`src/pkg/typeb_defs.vh`:
```
// Purpose: shared constants for the type b attach/halt command handler
// Assumes: included by bare name from every design file that needs it
// Notes: offsets are apb byte addresses, one 32-bit word per register
`ifndef TYPEB_DEFS_VH
`define TYPEB_DEFS_VH

// apb register map
`define REG_CTRL 8'h00
`define REG_PUPI 8'h04
`define REG_STATUS 8'h08
// ctrl fields
`define CTRL_ENABLE_BIT 0
`define CTRL_WAKE_BIT 1
`define CTRL_RESET 32'h0000_0001
// default identifier, arbitrary value
`define PUPI_DEFAULT 32'h1234_5678
// status field positions
`define ST_STATE_LSB 0
`define ST_ATTACH_BIT 2
`define ST_HALT_BIT 3
`define ST_FSC_LSB 8
`define ST_RATE_LSB 12
`define ST_DISCARD_LSB 16

// tag states
`define TAG_READY 2'h0
`define TAG_ACTIVE 2'h1
`define TAG_HALT 2'h2

// command codes and frame lengths
`define CMD_ATTACH 8'h1D
`define CMD_HALT 8'h50
`define LEN_ATTACH 4'hB
`define LEN_HALT 4'h7
`define FRAME_MAX 11

// attach parameter checks
`define RATE_106 2'h0
`define RATE_212 2'h1
`define FSC_64 4'h5
`define FSC_96 4'h6
`define FSC_128 4'h7
`define FSC_256 4'h8
`define PARAM3_EXPECT 8'h01
`define PROTO_TYPE 4'h1
`define CID_NONE 4'h0

// responses
`define RESP_ATTACH 8'h10
`define MAX_BUF_LEN_CODE 4'h1
`define RESP_HALT 8'h00

// crc_b constants
`define CRC_INIT 16'hFFFF
`define CRC_POLY 16'h8408
`define CRC_RESIDUE 16'hF0B8

`endif

```
`src/attach_param_check.v`:
```
// Purpose: checks the attach command parameters two to four
// Assumes: parameter one is fully tolerated and not looked at here
// Notes: combinational; ok high means the tag may answer
`timescale 1ns/100ps
`default_nettype none
`include "typeb_defs.vh"

module attach_param_check (
  input wire [7:0] param2,
  input wire [7:0] param3,
  input wire [7:0] param4,
  output wire ok
);

  // supported rate code: 106 or 212 kbps only
  function rate_supported;
    input [1:0] code;
    begin
      rate_supported = (code == `RATE_106) || (code == `RATE_212);
    end
  endfunction

  wire rate_ok;
  wire fsc_ok;
  wire p3_ok;
  wire p4_ok;

  // both directions must be supported and equal
  assign rate_ok = rate_supported(param2[7:6]) && rate_supported(param2[5:4])
                   && (param2[7:6] == param2[5:4]);
  // reader frame size limited to 64..256 bytes
  assign fsc_ok = (param2[3:0] == `FSC_256) || (param2[3:0] == `FSC_128) ||
                  (param2[3:0] == `FSC_96) || (param2[3:0] == `FSC_64);
  // protocol nibble must echo what the tag advertised, upper nibble zero
  assign p3_ok = (param3 == `PARAM3_EXPECT) && (param3[3:0] == `PROTO_TYPE);
  // upper nibble ignored, no card identifier supported
  assign p4_ok = (param4[3:0] == `CID_NONE);

  assign ok = rate_ok && fsc_ok && p3_ok && p4_ok;

endmodule // attach_param_check

`default_nettype wire

```
`src/crc_b_step.v`:
```
// Purpose: one byte step of the crc_b register, lsb first
// Assumes: reflected polynomial, caller holds the register
// Notes: purely combinational, used for receive and transmit
`timescale 1ns/100ps
`default_nettype none
`include "typeb_defs.vh"

module crc_b_step (
  input wire [15:0] crc_in,
  input wire [7:0] data_in,
  output wire [15:0] crc_out
);

  wire [15:0] stage [0:8];

  assign stage[0] = crc_in;

  // eight bit-serial shifts unrolled by generate
  genvar i;
  generate
    for (i = 0; i < 8; i = i + 1)
    begin : g_bit
      wire fb;
      assign fb = stage[i][0] ^ data_in[i];
      assign stage[i + 1] = (stage[i] >> 1) ^ (fb ? `CRC_POLY : 16'h0000);
    end
  endgenerate

  assign crc_out = stage[8];

endmodule // crc_b_step

`default_nettype wire

```
`src/typeb_attach_halt_handler.v`:
```
// Purpose: type b attach and halt command handling behind an apb slave
// Assumes: received bytes arrive already decoded on pclk, one frame ends
//   with an rx_end pulse at least one cycle after its last byte
// Notes: answers leave on a valid/ready byte stream, crc_b appended
`timescale 1ns/100ps
`default_nettype none
`include "typeb_defs.vh"

module typeb_attach_halt_handler #(
  parameter [31:0] PUPI_RESET = `PUPI_DEFAULT
) (
  input wire pclk,
  input wire presetn,
  input wire psel,
  input wire penable,
  input wire pwrite,
  input wire [7:0] paddr,
  input wire [31:0] pwdata,
  output wire [31:0] prdata,
  output wire pready,
  output wire pslverr,
  input wire rx_valid,
  input wire [7:0] rx_data,
  input wire rx_end,
  input wire tx_ready,
  output wire tx_valid,
  output wire [7:0] tx_data,
  output wire tx_last,
  output wire [1:0] tag_state,
  output wire app_enable
);

  localparam TX_IDLE = 2'h0;
  localparam TX_CODE = 2'h1;
  localparam TX_CRC_LO = 2'h2;
  localparam TX_CRC_HI = 2'h3;

  reg [31:0] prdata_q;
  reg pready_q;
  reg pslverr_q;
  reg enable_q;
  reg [31:0] pupi_q;
  reg [1:0] state_q;
  reg attach_seen_q;
  reg halt_seen_q;
  reg [3:0] fsc_q;
  reg [1:0] rate_q;
  reg [7:0] discard_q;
  reg [7:0] frame_q [0:`FRAME_MAX-1];
  reg [3:0] cnt_q;
  reg [15:0] crc_q;
  reg [1:0] tx_st_q;
  reg [7:0] resp_q;
  reg tx_valid_q;
  reg [7:0] tx_data_q;
  reg tx_last_q;
  reg app_enable_q;
  integer k;

  wire [15:0] rx_crc_next;
  wire [15:0] tx_crc_raw;
  wire [15:0] tx_crc;
  wire params_ok;
  wire busy;
  wire take_byte;
  wire crc_ok;
  wire id_ok;
  wire attach_ok;
  wire halt_ok;
  wire apb_access;
  wire apb_write;
  wire wake;
  wire addr_mapped;

  // running crc over every received byte of the frame
  crc_b_step u_rx_crc (
    .crc_in(crc_q),
    .data_in(rx_data),
    .crc_out(rx_crc_next)
  );

  // crc of the single response byte; transmitted inverted
  crc_b_step u_tx_crc (
    .crc_in(`CRC_INIT),
    .data_in(resp_q),
    .crc_out(tx_crc_raw)
  );
  assign tx_crc = ~tx_crc_raw;

  attach_param_check u_check (
    .param2(frame_q[6]),
    .param3(frame_q[7]),
    .param4(frame_q[8]),
    .ok(params_ok)
  );

  // receive side is deaf while an answer is still going out
  assign busy = (tx_st_q != TX_IDLE);
  assign take_byte = rx_valid && !busy;

  // frame evaluation in the rx_end cycle
  assign crc_ok = (crc_q == `CRC_RESIDUE);
  assign id_ok = ({frame_q[1], frame_q[2], frame_q[3], frame_q[4]} == pupi_q);
  assign attach_ok = enable_q && (state_q == `TAG_READY) && rx_end && !busy &&
                     (cnt_q == `LEN_ATTACH) && (frame_q[0] == `CMD_ATTACH) &&
                     crc_ok && id_ok && params_ok;
  assign halt_ok = enable_q && (state_q == `TAG_READY) && rx_end && !busy &&
                   (cnt_q == `LEN_HALT) && (frame_q[0] == `CMD_HALT) &&
                   crc_ok && id_ok;

  // apb decode; pready comes one cycle into the access phase
  assign apb_access = psel && penable && pready_q;
  assign apb_write = apb_access && pwrite;
  assign addr_mapped = (paddr == `REG_CTRL) || (paddr == `REG_PUPI) ||
                       (paddr == `REG_STATUS);
  assign wake = apb_write && (paddr == `REG_CTRL) && pwdata[`CTRL_WAKE_BIT];

  // apb slave: one wait state, unmapped addresses answer with pslverr
  always @(posedge pclk or negedge presetn)
  begin
    if (!presetn)
    begin
      pready_q <= 1'b0;
      pslverr_q <= 1'b0;
      prdata_q <= 32'h0000_0000;
    end
    else
    begin
      pready_q <= psel && penable && !pready_q;
      pslverr_q <= psel && penable && !pready_q && !addr_mapped;
      prdata_q <= 32'h0000_0000;
      if (psel && penable && !pready_q && !pwrite)
      begin
        case (paddr)
          `REG_CTRL: prdata_q <= {31'h0000_0000, enable_q};
          `REG_PUPI: prdata_q <= pupi_q;
          `REG_STATUS: prdata_q <= {8'h00, discard_q, 2'h0, rate_q, fsc_q,
                                    4'h0, halt_seen_q, attach_seen_q, state_q};
          default: prdata_q <= 32'h0000_0000;
        endcase
      end
    end
  end

  // software settings: enable and the tag identifier
  always @(posedge pclk or negedge presetn)
  begin
    if (!presetn)
    begin
      enable_q <= |(`CTRL_RESET & 32'h0000_0001);
      pupi_q <= PUPI_RESET;
    end
    else if (apb_write && (paddr == `REG_CTRL))
    begin
      enable_q <= pwdata[`CTRL_ENABLE_BIT];
    end
    else if (apb_write && (paddr == `REG_PUPI))
    begin
      pupi_q <= pwdata;
    end
  end

  // frame collector; bytes past the longest frame are not stored but still bump the crc, and the count until it stops at 15
  always @(posedge pclk or negedge presetn)
  begin
    if (!presetn)
    begin
      cnt_q <= 4'h0;
      crc_q <= `CRC_INIT;
      for (k = 0; k < `FRAME_MAX; k = k + 1)
        frame_q[k] <= 8'h00;
    end
    else if (rx_end)
    begin
      cnt_q <= 4'h0;
      crc_q <= `CRC_INIT;
    end
    else if (take_byte)
    begin
      if (cnt_q < `LEN_ATTACH)
        frame_q[cnt_q] <= rx_data;
      if (cnt_q != 4'hF)
        cnt_q <= cnt_q + 4'h1;
      crc_q <= rx_crc_next;
    end
  end

  // tag state; software wake wins over a frame in the same cycle
  always @(posedge pclk or negedge presetn)
  begin
    if (!presetn)
    begin
      state_q <= `TAG_READY;
      app_enable_q <= 1'b0;
    end
    else if (wake)
    begin
      state_q <= `TAG_READY;
      app_enable_q <= 1'b0;
    end
    else if (attach_ok)
    begin
      state_q <= `TAG_ACTIVE;
      app_enable_q <= 1'b1;
    end
    else if (halt_ok)
    begin
      state_q <= `TAG_HALT;
      app_enable_q <= 1'b0;
    end
  end

  // sticky result flags and negotiated settings; set wins over clear
  always @(posedge pclk or negedge presetn)
  begin
    if (!presetn)
    begin
      attach_seen_q <= 1'b0;
      halt_seen_q <= 1'b0;
      fsc_q <= 4'h0;
      rate_q <= 2'h0;
      discard_q <= 8'h00;
    end
    else
    begin
      attach_seen_q <= attach_ok || (attach_seen_q && !wake);
      halt_seen_q <= halt_ok || (halt_seen_q && !wake);
      if (attach_ok)
      begin
        fsc_q <= frame_q[6][3:0];
        rate_q <= frame_q[6][7:6];
      end
      // dropped frames are counted, saturating
      if (rx_end && !busy && !attach_ok && !halt_ok && (discard_q != 8'hFF))
        discard_q <= discard_q + 8'h01;
    end
  end

  // answer sequencer: code byte, crc low, crc high
  always @(posedge pclk or negedge presetn)
  begin
    if (!presetn)
    begin
      tx_st_q <= TX_IDLE;
      resp_q <= 8'h00;
      tx_valid_q <= 1'b0;
      tx_data_q <= 8'h00;
      tx_last_q <= 1'b0;
    end
    else
    begin
      case (tx_st_q)
        TX_IDLE:
        begin
          if (attach_ok)
          begin
            resp_q <= {`MAX_BUF_LEN_CODE, `CID_NONE};
            tx_data_q <= `RESP_ATTACH;
            tx_valid_q <= 1'b1;
            tx_st_q <= TX_CODE;
          end
          else if (halt_ok)
          begin
            resp_q <= `RESP_HALT;
            tx_data_q <= `RESP_HALT;
            tx_valid_q <= 1'b1;
            tx_st_q <= TX_CODE;
          end
        end
        TX_CODE:
        begin
          if (tx_ready)
          begin
            tx_data_q <= tx_crc[7:0];
            tx_st_q <= TX_CRC_LO;
          end
        end
        TX_CRC_LO:
        begin
          if (tx_ready)
          begin
            tx_data_q <= tx_crc[15:8];
            tx_last_q <= 1'b1;
            tx_st_q <= TX_CRC_HI;
          end
        end
        TX_CRC_HI:
        begin
          if (tx_ready)
          begin
            tx_valid_q <= 1'b0;
            tx_last_q <= 1'b0;
            tx_data_q <= 8'h00;
            tx_st_q <= TX_IDLE;
          end
        end
        default:
        begin
          tx_st_q <= TX_IDLE;
          tx_valid_q <= 1'b0;
          tx_last_q <= 1'b0;
        end
      endcase
    end
  end

  // every output straight from a flop
  assign prdata = prdata_q;
  assign pready = pready_q;
  assign pslverr = pslverr_q;
  assign tx_valid = tx_valid_q;
  assign tx_data = tx_data_q;
  assign tx_last = tx_last_q;
  assign tag_state = state_q;
  assign app_enable = app_enable_q;

endmodule // typeb_attach_halt_handler

`default_nettype wire

```
`config.mk`:
```
export PLATFORM = sky130hd
export DESIGN_NAME = typeb_attach_halt_handler
export DESIGN_NICKNAME = d
export VERILOG_FILES = /design/src/attach_param_check.v /design/src/crc_b_step.v /design/src/typeb_attach_halt_handler.v
export VERILOG_INCLUDE_DIRS = /design/src /design/src/pkg
export SDC_FILE = /design/constraint.sdc
export NUM_CORES = 1
export LEC_CHECK = 0
export CAP_MARGIN = 40
export CORE_MARGIN = 2
export CORE_UTILIZATION = 63
export DETAILED_ROUTE_END_ITERATION = 8
export DONT_BUFFER_PORTS = 1
export HOLD_SLACK_MARGIN = 0.06
export PLACE_DENSITY = 0.86
export RECOVER_POWER = 100
export SLEW_MARGIN = 25
export SYNTH_ARGS = -nofsm -noshare
export SYNTH_HDL_FRONTEND = slang
export SYNTH_SLANG_ARGS = --single-unit
```
`constraint.sdc`:
```
create_clock -name pclk -period 5.2 [get_ports pclk]
set_input_delay 0.26 -clock pclk [delete_from_list [all_inputs] [get_ports pclk]]
set_output_delay 0.26 -clock pclk [all_outputs]
set_load 0.01 [all_outputs]
```
==> metrics.csv <==
metric,value,unit
ys_ff_latch,174,
max_cap_viol_count,0,
netlist_top_cells_area,"dfrtp_1 (46%), mux2_2 (13%), dfstp_2 (10%), xor2_1 (4.6%), xnor2_1 (2.7%)",
wl_per_cell,23.4,um
area_growth,15.5,%
yosysTopAreaCellShare,0.463,
die_y,115,um
drt_wl_total,19.8,mm
core_area,12100,um2
nets,728,
tightestPinTransition,1020,ps
syn_inst,619,
grt_max_degree,175,
leakage,0.00429,uW
antenna_found_initial,1,
die_width,115,um
max_freq,302,MHz
tns,0,ps
yosysWarnings,0,
io_pins,103,
cp-start-kind,flip-flop,
cts-htree-levels,4,
avgSynthCellArea,12.6,um2
drtPass1Iterations,5,
dp_hpwl,12.2,mm
drive_gt1_frac,0.234,
synth_ff_type,dfrtp_1,
grt_pass1_vias,5706,
port_buffers,0,
gp_congestion,0.875,
slew_headroom,0.318,
rsz0062_at_grt,false,
clk_pin_slew,60,ps
setup_ws,1880,ps
critPathMaxFanout,12,
vias,5437,
cts_num_sinks,174,
power.density,413,nW/um2
fin_util,0.746,
power,3720,uW
ys_seq_area_frac,0.564,
clockBufferDepth,2,
synth.most_common_cell,dfrtp_1,
nFillCells,690,
grt.total_usage,0.313,
gr-total-overflow,0,
async_flop_share,1.00,
cts_made_buffers,17,
synth_commonest_cells,"dfrtp_1 (144), mux2_2 (92), nor2_1 (47)",
synth_edf_count,0,
slew_viol_final,0,
syn_area,7790,um2
drt-initial-drc-count,498,
detail-route-antenna-nets,0,
num_rows,40,
crit_required,5510,ps
grt_pass1_wl,31.5,mm
clkLatencyLatePin,430,ps
drc,0,
dp_worst_setup_slack,2270,ps
ir_drop,269,uV
synth_top_cell_by_area,dfrtp_1,
finalCritPeriodShare,0.638,
path_class,flip-flop to flip-flop,
root_buffer,clkbuf_16,
end_kind,flip-flop,
dieArea,13300,um2
fin_worst_skew,11.9,ps
hp-class,primary input to flip-flop,
min_period,3320,ps
setup_viol,0,
hold_viol_final,0,
initial_core_util,0.646,
tritoncts,built,
crit_arrival,3630,ps
via_per_inst,6.44,
ys_types,52,
status,"complete, no violations",
==> worst paths after layout <==
| path | start | to | slack, ps | cells after the start |
|---|---|---|---|---|
| max | tx_data[6] | fsc_q[3] | 1880 | 8 |
| min | tx_ready | tx_last | 70 | 2 |
| max reg2reg | tx_data[6] | fsc_q[3] | 1880 | 8 |
| min reg2reg | attach_seen_q | attach_seen_q | 480 | 2 |
| max in group asynchronous | presetn | pupi_q[19] | 4060 | 2 |
| min in group asynchronous | presetn | prdata[1] | 490 | 2 |
==> area by class of cell <==
class	count	area (um2)	area share
multi-input combinational	402	3190	0.355
clock buffer	28	537	0.0597
clock inverter	4	72.6	0.00807
tap	168	210	0.0234
inverter	12	45.0	0.00501
sequential	174	4390	0.488
timing repair buffer	55	546	0.0606
antenna	1	2.50	0.000278
==> stage by stage <==
step                instances  instance area [um2]  hold WS (ps)
floorplan                 620                 7790         -35.6
global placement          759                 7880         -30.8
detailed placement        761                 7910         -30.9
CTS                       842                 9030          62.8
global route              844                 9000          73.3
finish                    844                 9000          68.0
==> timing repair <==
action                                 4_1_cts  5_1_grt
endpoints found under the hold margin      274        0
hold buffers                                49        0
resized for setup                            0        0
setup buffers                                0        0
==> logic make-up after synthesis <==
family,count (synthesis),share of synthesized area
buffers and inverters,44,0.0251
other,1,0.000482
multiplexers,106,0.155
XOR/XNOR,65,0.0731
adder cells (fa/ha/maj),10,0.0161
AND/OR/NAND/NOR,156,0.107
AO/OA/AOI/OAI,63,0.0588
flip-flops,174,0.564
==> sequential cells by signal (all words and copies together), names as in the netlist <==
signal and cells:
attach_seen_q 1, cnt_q 4, crc_q 16, discard_q 8
enable_q 1, frame_q 60, fsc_q 4, halt_seen_q 1
prdata 32, pready 1, pslverr 1, pupi_q 32
rate_q 2, resp_q 1, tag_state 2, tx_data 5
tx_last 1, tx_st_q 1, tx_valid 1
==> cells in the final DEF (no fill, tap or decap), types with 12 or more instances in the layout <==
| cell type | instances |
|---|---|
| xnor2_1 | 24 |
| and3_1 | 16 |
| dfrtp_1 | 144 |
| a22oi_1 | 17 |
| a21oi_1 | 19 |
| clkbuf_16 | 17 |
| nand2_1 | 26 |
| mux2_2 | 90 |
| nor4_1 | 19 |
| inv_1 | 12 |
| dfstp_2 | 30 |
| xor2_1 | 41 |
| nor2_1 | 47 |
| mux2_1 | 13 |
| dlygate4sd3_1 | 48 |
==> per-layer routing <==
metal  GRT usage  share of wire
met1       0.390           0.38
met2       0.507           0.49
met3      0.0896          0.080
met4       0.149          0.045
met5           0              0
==> critical path: stages, from the launching register on <==
cell,delay [ps]
dfrtp_1,490
inv_1,170
ha_1,280
nand2_1,140
nor4_1,320
nand4_1,230
nor4_4,750
nand2_1,400
mux2_1,420
==> where the power goes <==
| group | switching (uW) | internal (uW) | total [uW] |
|---|---|---|---|
| registers | 160 | 1520 | 1680 |
| logic | 421 | 319 | 740 |
| clock network | 500 | 797 | 1300 |
Note: power is estimated with default switching activity, not from simulation.
